--- src/design/scd_consts.vh ---
// Constants for the command decoder: command codes, bit positions, timing.
// Assumes inclusion by design and bench files; definitions only.
`ifndef SCD_CONSTS_VH
`define SCD_CONSTS_VH
// Command codes {ras_n, cas_n, we_n}, chip select low
`define SCD_CODE_ACT 3'h3
`define SCD_CODE_PRE 3'h2
`define SCD_CODE_WR 3'h4
`define SCD_CODE_RD 3'h5
`define SCD_CODE_MRW 3'h0
`define SCD_CODE_NOP 3'h7
`define SCD_CODE_REF 3'h1
`define SCD_CODE_ZQ 3'h6
// Decoded command reported on cmd_out
`define SCD_CMD_NONE 4'h0
`define SCD_CMD_ACT 4'h1
`define SCD_CMD_PRE 4'h2
`define SCD_CMD_PREA 4'h3
`define SCD_CMD_WR 4'h4
`define SCD_CMD_RD 4'h5
`define SCD_CMD_MRW 4'h6
`define SCD_CMD_REF 4'h7
`define SCD_CMD_SREN 4'h8
`define SCD_CMD_SREX 4'h9
`define SCD_CMD_PDEN 4'ha
`define SCD_CMD_PDEX 4'hb
`define SCD_CMD_ZQL 4'hc
`define SCD_CMD_ZQS 4'hd
// Address bit positions
`define SCD_AP_BIT 10
`define SCD_BC_BIT 12
// Burst lengths in beats, and core clocks per access
`define SCD_BEATS_FULL 4'h8
`define SCD_BEATS_CHOP 4'h4
`define SCD_CORE_CLOCKS 3'h4
`endif

--- src/design/scd_burst.v ---
// Burst engine: walks the column order of one read or write burst.
// Ignores start pulses while busy; assumes a sampled link clock edge strobe.
`include "scd_consts.vh"
module scd_burst #(
    parameter COL_W = 10
) (
    input wire core_clk_in,
    input wire rst_n_in,
    input wire start_in,
    input wire [COL_W-1:0] col_in,
    input wire chop_in,
    input wire interleave_in,
    input wire half_edge_in,
    output reg busy_out,
    output reg beat_out,
    output reg [COL_W-1:0] col_out,
    output reg last_out
);
    reg [3:0] beat_cnt;
    reg [3:0] beats;
    reg [COL_W-1:0] base;
    reg ilv;
    wire [2:0] idx;
    wire [2:0] ord;
    assign idx = beat_cnt[2:0];
    // Sequential order wraps within the aligned group, interleave XORs
    assign ord = ilv ? (base[2:0] ^ idx) :
        (beats == `SCD_BEATS_CHOP ? {base[2], base[1:0] + idx[1:0]} : base[2:0] + idx);

    ////////////////////////////////////////////////////////////////
    // One beat per link clock half; bursts end after beats count
    always @(posedge core_clk_in) begin
        if (!rst_n_in) begin
            busy_out <= 1'b0;
            beat_out <= 1'b0;
            col_out <= {COL_W{1'b0}};
            last_out <= 1'b0;
            beat_cnt <= 4'h0;
            beats <= 4'h0;
            base <= {COL_W{1'b0}};
            ilv <= 1'b0;
        end else begin
            beat_out <= 1'b0;
            last_out <= 1'b0;
            if (start_in && !busy_out) begin
                busy_out <= 1'b1;
                beat_cnt <= 4'h0;
                beats <= chop_in ? `SCD_BEATS_CHOP : `SCD_BEATS_FULL;
                base <= col_in;
                ilv <= interleave_in;
            end else if (busy_out && half_edge_in) begin
                beat_out <= 1'b1;
                col_out <= {base[COL_W-1:3], ord};
                beat_cnt <= beat_cnt + 4'h1;
                if (beat_cnt + 4'h1 == beats) begin
                    busy_out <= 1'b0;
                    last_out <= 1'b1;
                end
            end
        end
    end
endmodule

--- src/design/scd_decoder.v ---
// Command decoder and burst front end of an eight-bank DDR memory.
// Assumes all pins come from the controller's clock domain; all but the burst straps sampled twice.
`include "scd_consts.vh"
module scd_decoder #(
    parameter ADDR_W = 14,
    parameter BANKS = 8,
    parameter DQ_W = 16
) (
    input wire core_clk_in,
    input wire rst_n_in,
    input wire link_clk_in,
    input wire cke_in,
    input wire cs_n_in,
    input wire ras_n_in,
    input wire cas_n_in,
    input wire we_n_in,
    input wire [2:0] bank_select_in,
    input wire [ADDR_W-1:0] addr_in,
    input wire [DQ_W-1:0] dq_in,
    input wire lower_byte_mask_in,
    input wire upper_byte_mask_in,
    input wire otf_enable_in,
    input wire fixed_chop_in,
    input wire interleave_in,
    output reg [3:0] cmd_out,
    output reg [2:0] cmd_bank_out,
    output reg [ADDR_W-1:0] row_out,
    output reg [ADDR_W-1:0] mode_opcode_out,
    output reg [BANKS-1:0] bank_open_out,
    output reg power_down_out,
    output reg self_refresh_out,
    output reg wr_beat_out,
    output reg rd_beat_out,
    output reg [9:0] beat_col_out,
    output reg [DQ_W-1:0] wr_data_out,
    output reg [1:0] wr_byte_en_out,
    output reg [8*DQ_W-1:0] core_word_out,
    output reg core_word_valid_out
);
    localparam COL_W = 10;
    localparam ST_IDLE = 2'h0;
    localparam ST_PD = 2'h1;
    localparam ST_SR = 2'h2;
    // Latency: a pin edge reaches the decode two core cycles later, and the
    // command report follows one cycle after the synchronised link rise.
    // Each link half period must span at least two core clocks, or beats
    // and commands are lost; there is no check for a link that runs faster.

    ////////////////////////////////////////////////////////////////
    // Two-flop synchronisers for every pin but the burst straps; first stage read by second only
    // A wide vector may be caught mid-change; it is only used at link edges,
    // when the controller has held every pin steady for half a period
    localparam PIN_W = 8 + ADDR_W + DQ_W;
    wire [PIN_W-1:0] pins_raw;
    reg [PIN_W-1:0] pins_s1;
    reg [PIN_W-1:0] pins_s2;
    assign pins_raw = {link_clk_in, cke_in, cs_n_in, ras_n_in, cas_n_in, we_n_in,
        lower_byte_mask_in, upper_byte_mask_in, addr_in, dq_in};
    always @(posedge core_clk_in) begin
        if (!rst_n_in) begin
            pins_s1 <= {PIN_W{1'b0}};
            pins_s2 <= {PIN_W{1'b0}};
        end else begin
            pins_s1 <= pins_raw;
            pins_s2 <= pins_s1;
        end
    end
    // Bank lines synchronised alongside
    // They feed only the bank map, the burst bank and the reported command bank, read at a link rise
    reg [2:0] bank_s1;
    reg [2:0] bank_s2;
    always @(posedge core_clk_in) begin
        if (!rst_n_in) begin
            bank_s1 <= 3'h0;
            bank_s2 <= 3'h0;
        end else begin
            bank_s1 <= bank_select_in;
            bank_s2 <= bank_s1;
        end
    end

    wire lclk;
    wire cke;
    wire cs_n;
    wire [2:0] code;
    wire lmask;
    wire umask;
    wire [ADDR_W-1:0] addr;
    wire [DQ_W-1:0] dq;
    assign dq = pins_s2[DQ_W-1:0];
    assign addr = pins_s2[DQ_W+ADDR_W-1:DQ_W];
    assign umask = pins_s2[DQ_W+ADDR_W];
    assign lmask = pins_s2[DQ_W+ADDR_W+1];
    assign code = pins_s2[DQ_W+ADDR_W+4:DQ_W+ADDR_W+2];
    assign cs_n = pins_s2[DQ_W+ADDR_W+5];
    assign cke = pins_s2[DQ_W+ADDR_W+6];
    assign lclk = pins_s2[DQ_W+ADDR_W+7];

    ////////////////////////////////////////////////////////////////
    // Link clock edge finder; commands sampled on the rising edge
    // Both link edges mark a beat; the enable pair moves on rises only,
    // so a low-low pair means a held power state and decodes nothing
    reg lclk_d;
    reg cke_prev;
    wire rise;
    wire half_edge;
    assign rise = lclk && !lclk_d;
    assign half_edge = lclk ^ lclk_d;
    always @(posedge core_clk_in) begin
        if (!rst_n_in) begin
            lclk_d <= 1'b0;
            cke_prev <= 1'b0;
        end else begin
            lclk_d <= lclk;
            if (rise)
                cke_prev <= cke;
        end
    end

    ////////////////////////////////////////////////////////////////
    // Command decode from cs, strobes and the clock enable pair
    // Bank state is checked only for self refresh entry: access to a closed bank is the
    // controller's fault and is still reported, trading safety for area
    reg [1:0] pstate;
    reg [1:0] next_pstate;
    reg [3:0] next_cmd;
    wire sel;
    wire ap;
    wire all_idle;
    assign sel = !cs_n;
    assign ap = addr[`SCD_AP_BIT];
    assign all_idle = (bank_open_out == {BANKS{1'b0}});
    always @* begin
        next_cmd = `SCD_CMD_NONE;
        next_pstate = pstate;
        if (cke_prev && cke && pstate == ST_IDLE) begin
            if (sel) begin
                case (code)
                    `SCD_CODE_ACT: next_cmd = `SCD_CMD_ACT;
                    `SCD_CODE_PRE: next_cmd = ap ? `SCD_CMD_PREA : `SCD_CMD_PRE;
                    `SCD_CODE_WR: next_cmd = `SCD_CMD_WR;
                    `SCD_CODE_RD: next_cmd = `SCD_CMD_RD;
                    `SCD_CODE_MRW: next_cmd = `SCD_CMD_MRW;
                    `SCD_CODE_REF: next_cmd = `SCD_CMD_REF;
                    `SCD_CODE_ZQ: next_cmd = ap ? `SCD_CMD_ZQL : `SCD_CMD_ZQS;
                    default: next_cmd = `SCD_CMD_NONE;
                endcase
            end
        end else if (cke_prev && !cke && pstate == ST_IDLE) begin
            // Self refresh needs every bank closed, else nothing decodes; power-down needs a deselect or no-operation
            if (sel && code == `SCD_CODE_REF && all_idle) begin
                next_cmd = `SCD_CMD_SREN;
                next_pstate = ST_SR;
            end else if (!sel || code == `SCD_CODE_NOP) begin
                next_cmd = `SCD_CMD_PDEN;
                next_pstate = ST_PD;
            end
        end else if (!cke_prev && cke && pstate != ST_IDLE) begin
            // Either low-power state is left here on a deselect or no-operation; a real command is dropped and the state held
            if (!sel || code == `SCD_CODE_NOP) begin
                next_cmd = pstate == ST_SR ? `SCD_CMD_SREX : `SCD_CMD_PDEX;
                next_pstate = ST_IDLE;
            end
        end
    end

    ////////////////////////////////////////////////////////////////
    // Burst engine drives column order and beat timing
    // Only one burst at a time: a read or write that lands while one runs
    // is reported on the command output but not carried out, and it must
    // not disturb the kind, bank or precharge of the burst in flight
    wire b_busy;
    wire b_beat;
    wire [COL_W-1:0] b_col;
    wire b_last;
    wire start;
    wire chop;
    reg is_write;
    reg ap_pending;
    reg [2:0] burst_bank;
    assign start = rise && (next_cmd == `SCD_CMD_WR || next_cmd == `SCD_CMD_RD);
    // Chop bit low means four beats when on-the-fly is on
    // Burst straps are read directly: change them only between bursts
    assign chop = otf_enable_in ? !addr[`SCD_BC_BIT] : fixed_chop_in;
    scd_burst #(.COL_W(COL_W)) u_burst (
        .core_clk_in(core_clk_in),
        .rst_n_in(rst_n_in),
        .start_in(start),
        .col_in(addr[COL_W-1:0]),
        .chop_in(chop),
        .interleave_in(interleave_in),
        .half_edge_in(half_edge),
        .busy_out(b_busy),
        .beat_out(b_beat),
        .col_out(b_col),
        .last_out(b_last)
    );

    ////////////////////////////////////////////////////////////////
    // Registered command report, bank state and power state
    // Auto precharge is applied ahead of the decode so that a command in
    // the same cycle, such as an activate, wins over the close
    // Power state moves only at a link rise, together with the report
    always @(posedge core_clk_in) begin
        if (!rst_n_in) begin
            cmd_out <= `SCD_CMD_NONE;
            cmd_bank_out <= 3'h0;
            row_out <= {ADDR_W{1'b0}};
            mode_opcode_out <= {ADDR_W{1'b0}};
            bank_open_out <= {BANKS{1'b0}};
            pstate <= ST_IDLE;
            power_down_out <= 1'b0;
            self_refresh_out <= 1'b0;
            is_write <= 1'b0;
            ap_pending <= 1'b0;
            burst_bank <= 3'h0;
        end else begin
            // Finished burst closes its bank when auto precharge was asked
            if (b_last && ap_pending) begin
                bank_open_out[burst_bank] <= 1'b0;
                ap_pending <= 1'b0;
            end
            cmd_out <= rise ? next_cmd : `SCD_CMD_NONE;
            if (rise) begin
                pstate <= next_pstate;
                power_down_out <= next_pstate == ST_PD;
                self_refresh_out <= next_pstate == ST_SR;
                cmd_bank_out <= bank_s2;
                case (next_cmd)
                    `SCD_CMD_ACT: begin
                        bank_open_out[bank_s2] <= 1'b1;
                        row_out <= addr;
                    end
                    `SCD_CMD_PRE: bank_open_out[bank_s2] <= 1'b0;
                    `SCD_CMD_PREA: bank_open_out <= {BANKS{1'b0}};
                    `SCD_CMD_MRW: mode_opcode_out <= addr;
                    `SCD_CMD_WR, `SCD_CMD_RD: begin
                        // Taken only when the burst engine accepts it
                        if (!b_busy) begin
                            is_write <= next_cmd == `SCD_CMD_WR;
                            ap_pending <= ap;
                            burst_bank <= bank_s2;
                        end
                    end
                    default: ;
                endcase
            end
        end
    end

    ////////////////////////////////////////////////////////////////
    // Beat data path with byte masks, gathered into one 8n core word
    // Slot count restarts on the last beat, so a chopped burst fills 0-3
    // Byte enables are reported per beat; the core side applies them on
    // store, so masked bytes still appear in the gathered word
    reg [2:0] slot;
    always @(posedge core_clk_in) begin
        if (!rst_n_in) begin
            wr_beat_out <= 1'b0;
            rd_beat_out <= 1'b0;
            beat_col_out <= {COL_W{1'b0}};
            wr_data_out <= {DQ_W{1'b0}};
            wr_byte_en_out <= 2'h0;
            core_word_out <= {8*DQ_W{1'b0}};
            core_word_valid_out <= 1'b0;
            slot <= 3'h0;
        end else begin
            wr_beat_out <= b_beat && is_write;
            rd_beat_out <= b_beat && !is_write;
            core_word_valid_out <= b_last;
            if (b_beat) begin
                beat_col_out <= b_col;
                wr_data_out <= dq;
                wr_byte_en_out <= {!umask, !lmask};
                slot <= slot + 3'h1;
                core_word_out[slot*DQ_W +: DQ_W] <= dq;
            end
            if (b_last)
                slot <= 3'h0;
        end
    end
endmodule

--- config.mk ---
export PLATFORM = sky130hd
export DESIGN_NAME = scd_decoder
export DESIGN_NICKNAME = d
export VERILOG_FILES = /design/src/design/scd_burst.v /design/src/design/scd_decoder.v
export VERILOG_INCLUDE_DIRS = /design/src /design/src/design
export SDC_FILE = /design/constraint.sdc
export NUM_CORES = 1
export LEC_CHECK = 0
export BUFFER_PORTS_ARGS = -buffer_cell sky130_fd_sc_hd__buf_2
export CAP_MARGIN = 30
export CORE_UTILIZATION = 42
export CTS_CLUSTER_DIAMETER = 200
export DETAILED_ROUTE_END_ITERATION = 7
export HOLD_SLACK_MARGIN = 0.05
export PLACE_DENSITY = 0.75
export RECOVER_POWER = 100
export REMOVE_ABC_BUFFERS = 1
export SLEW_MARGIN = 20
export SYNTH_ARGS = -nofsm -noshare
export SYNTH_HDL_FRONTEND = slang
export SYNTH_HIERARCHICAL = 1
export SYNTH_SLANG_ARGS = --single-unit
--- constraint.sdc ---
create_clock -name core_clk_in -period 4.1 [get_ports core_clk_in]
set_input_delay 0.41 -clock core_clk_in [delete_from_list [all_inputs] [get_ports core_clk_in]]
set_output_delay 0.41 -clock core_clk_in [all_outputs]
set_load 0.02 [all_outputs]
==> flow_summary.ini <==
[routing]
detail_route.wirelength_um = 28460
drt_first_iter_violations = 454
viasPerCell = 4.880
ant_nets = 0
dr_total_vias = 9223
drt-wirelength-per-cell_um = 15.06
drt_pre_antenna_iters = 4
drt_drc_violations_left = 0

[timing]
grt_setup_unrepaired = no
final-max-slew-violation-count = 225
maxSlewHeadroom_pct = -66.79
worst_max_slew_pin_slew_ps = 2502
final_period_minus_worst_setup_slack_ps = 3421
postLayoutSetupSlackWorst_ps = 678.6
finalHoldViolCount = 0
finalSetupTns_ps = 0
final_setup_skew_ps = 23.20
max_freq_ghz = 0.2923
post-route-period-util_pct = 83.45
timing.final.setup_violations = 0

[global_routing]
grt_first_pass_wirelength_um = 44940
grt.overflow.total = 0
grt_use_total_pct = 18.90
number_of_global_route_vias_before_repair = 8696
antenna_violations_before_repair = 4
grt_max_degree = 126

[clock_network]
clockRootBuffer = clkbuf_16
cts-buffers-inserted = 35
max-clock-path-buffers = 3
cts.sink_count = 328
post-cts-setup-buffers = 0
cts.hold.buffers_added = 0
tritoncts_clock_tree = built
htreeDepth = 2
postCtsResizedCells = 0
cts.reportedPaths.clkPinSlew_ps = 60
clk_latency_ps = 510

[power]
pwr-share-comb_pct = 2.0
switching_share_pct = 20.82
sequentialPowerShare_pct = 49.6
power.net_switching_mw = 1.367
power.clock.fraction_pct = 48.4
power.density_cell_area_nw_per_um2 = 457.9
p_leak_nw = 5.077
max-vdd-ir-drop_uv = 330.3
internal_power_mw = 5.200
p_total_mw = 6.567

[yosys]
post-synth-top-count-cell = dfxtp_1
synth_flop_cell = dfxtp_1
cell_type_contributing_the_most_total_cell_area_after_synthesis = dfxtp_1
netlist-cell-type-count = 61
netlist_area_um2 = 12110
synth_top_cells_by_count = dfxtp_1, nand2_1, and2_1
synth.top_cells.by_area = dfxtp_1, and2_1, nand2_1
async_flop_share_pct = 0
synthCells = 1273
portion_of_the_post_synthesis_area_used_by_sequential_elements_pct = 54.23
synthesis.area_per_instance_um2 = 9.511
flop_and_latch_count_out_of_synthesis = 328
yosys_warnings = 6
synth-edff-count = 0
yosysTopAreaCellShare_pct = 54.23

[place]
io_buffers = 249
detailed_place_hpwl_um = 19200
globalplace.congestion = 0.8653
pre_cts_ws_ps = 1049

[finish]
finish.net_count = 1540
drive_gt1_share_pct = 8.284
area.growth.synth_to_final_pct = 18.47
num-fill-cells = 2750
postLayoutCoreUtil_pct = 51.07

[critical_path]
required_time_of_the_worst_setup_path_ps = 4500
arr_time_crit_path_ps = 3820
critical_path_endpoint_category = register
cp-start-kind = register
worst_reg2reg_startpoint = slot[0]$_SDFFE_PP0P_
timing.setup.critical_path_class = reg2reg
critical_path.reg2reg.endpoint = core_word_out[109]$_SDFFE_PN0P_
reg2reg_depth = 10
worst-path-max-fanout = 15
reg2reg_slack_ps = 680
cp-startpoint = slot[0]$_SDFFE_PP0P_
end_point_of_the_critical_path = core_word_out[109]$_SDFFE_PN0P_

[run]
cap_violations = 3

[run_status]
violations = capacitance limit, slew limit
outcome = finished, violations left

[floorplanning]
dieWidth_um = 171.8
die_height_um = 171.8
initial_utilization_pct = 43.11
rows = 61
core_um2 = 28090
pin_count = 250
die_area_um2 = 29510

[worst_hold_path]
timing.hold.worst.class = in2reg
## worst max-delay path, stage by stage (launching register included)
cell	delay, ps
dfxtp_1	720
inv_1	190
ha_1	250
ha_1	250
nor2_1	140
a21boi_0	290
and2b_1	230
nor2b_1	500
clkbuf_1	390
nand3_1	130
a21boi_0	210
## logic make-up (layout without fill, tap and decap cells)
logic type	count (synthesis)	in the layout	share of synthesized area (%)
and+or+nand+nor	558	558	24.12
DFF	328	328	54.23
AOI/OAI and AO/OA	219	219	12.15
buffers and inverters	98	334	3.586
muxes	52	52	4.299
xor gates and xnor gates	10	10	0.7234
adders and majority gates	8	8	0.8887
other	0	3	0
## registers in the layout, indices dropped and copies added, names as in the netlist, 4 cells and up
register and count:
core_word_out 128, pins_s1 38, pins_s2 38, wr_data_out 16, mode_opcode_out 14, row_out 14, beat_col_out 10, u_burst/base 10
u_burst/col_out 10, bank_open_out 8, cmd_out 4, u_burst/beat_cnt 4
## cells in the final DEF (no fill, tap or decap), types with 7 or more instances in the layout
master     netlist  layout
nand2_1        206     206
ha_1             7       7
nor2_1          16      16
and2_1         151      62
xnor2_1          7       7
dfxtp_1        328     328
clkbuf_16        0      36
clkbuf_8         0       7
o21ai_0         86      94
a22oi_1          8       8
and2_0           0      89
nor2b_1         59      59
o22ai_1          8       8
nand3_1         80      84
clkbuf_1        67     217
buf_2            6      44
a21boi_0        67      70
mux2i_1         52      52
inv_1           12      12
o21ai_2         14       7
## stage by stage
step	std cells	instance area [um2]	hold slack, ps
CTS	1885	14720	86.52
detailed placement	1825	13550	416.9
finish	1890	14340	105.7
global placement	1825	13550	413.0
floorplan	1187	11720	402.8
global route	1887	14340	86.33
## worst min path at each step
stage,from,to,slack (ps),cells past startpoint
2_1_floorplan,is_write$_SDFFE_PN0P_,rd_beat_out$_SDFF_PN0_,400,1
3_3_place_gp,pins_s1[26]$_SDFF_PN0_,pins_s2[26]$_SDFF_PN0_,410,1
3_5_place_dp,pins_s1[32]$_SDFF_PN0_,pins_s2[32]$_SDFF_PN0_,420,1
4_1_cts,addr_in[11],pins_s1[27]$_SDFF_PN0_,90,2
5_1_grt,bank_select_in[0],bank_s1[0]$_SDFF_PN0_,90,2
6_report,dq_in[3],pins_s1[3]$_SDFF_PN0_,110,2
## routing by layer
layer  vias up  share of wire (%)  GRT usage [%]
met1      4282                 45          23.54
met2       238                 46          31.95
met3        40                6.9          5.476
met5         -                  0              0
met4         0                1.3          4.617
li1       4663                  -              -
## layout make-up
cell class | instances | area, um2 | share of cell area (%)
clock buffer | 46 | 998.5 | 6.961
antenna | 3 | 7.507 | 0.05234
multi-input combinational | 847 | 5021 | 35.01
inverter | 12 | 45.04 | 0.3140
clock inverter | 14 | 170.2 | 1.186
tap | 378 | 473.0 | 3.297
sequential | 328 | 6566 | 45.78
timing repair buffer | 262 | 1062 | 7.406
## power groups by stage
stage / Sequential (mW) / Combinational, mW / Clock, mW
2_1_floorplan: 3.31 / 0.0635 / 0
4_1_cts: 3.26 / 0.135 / 3.25
3_3_place_gp: 3.33 / 0.132 / 0
5_1_grt: 3.26 / 0.146 / 3.39
6_report: 3.25 / 0.131 / 3.18
3_5_place_dp: 3.33 / 0.134 / 0
Note: power is estimated with default switching activity, not from simulation.
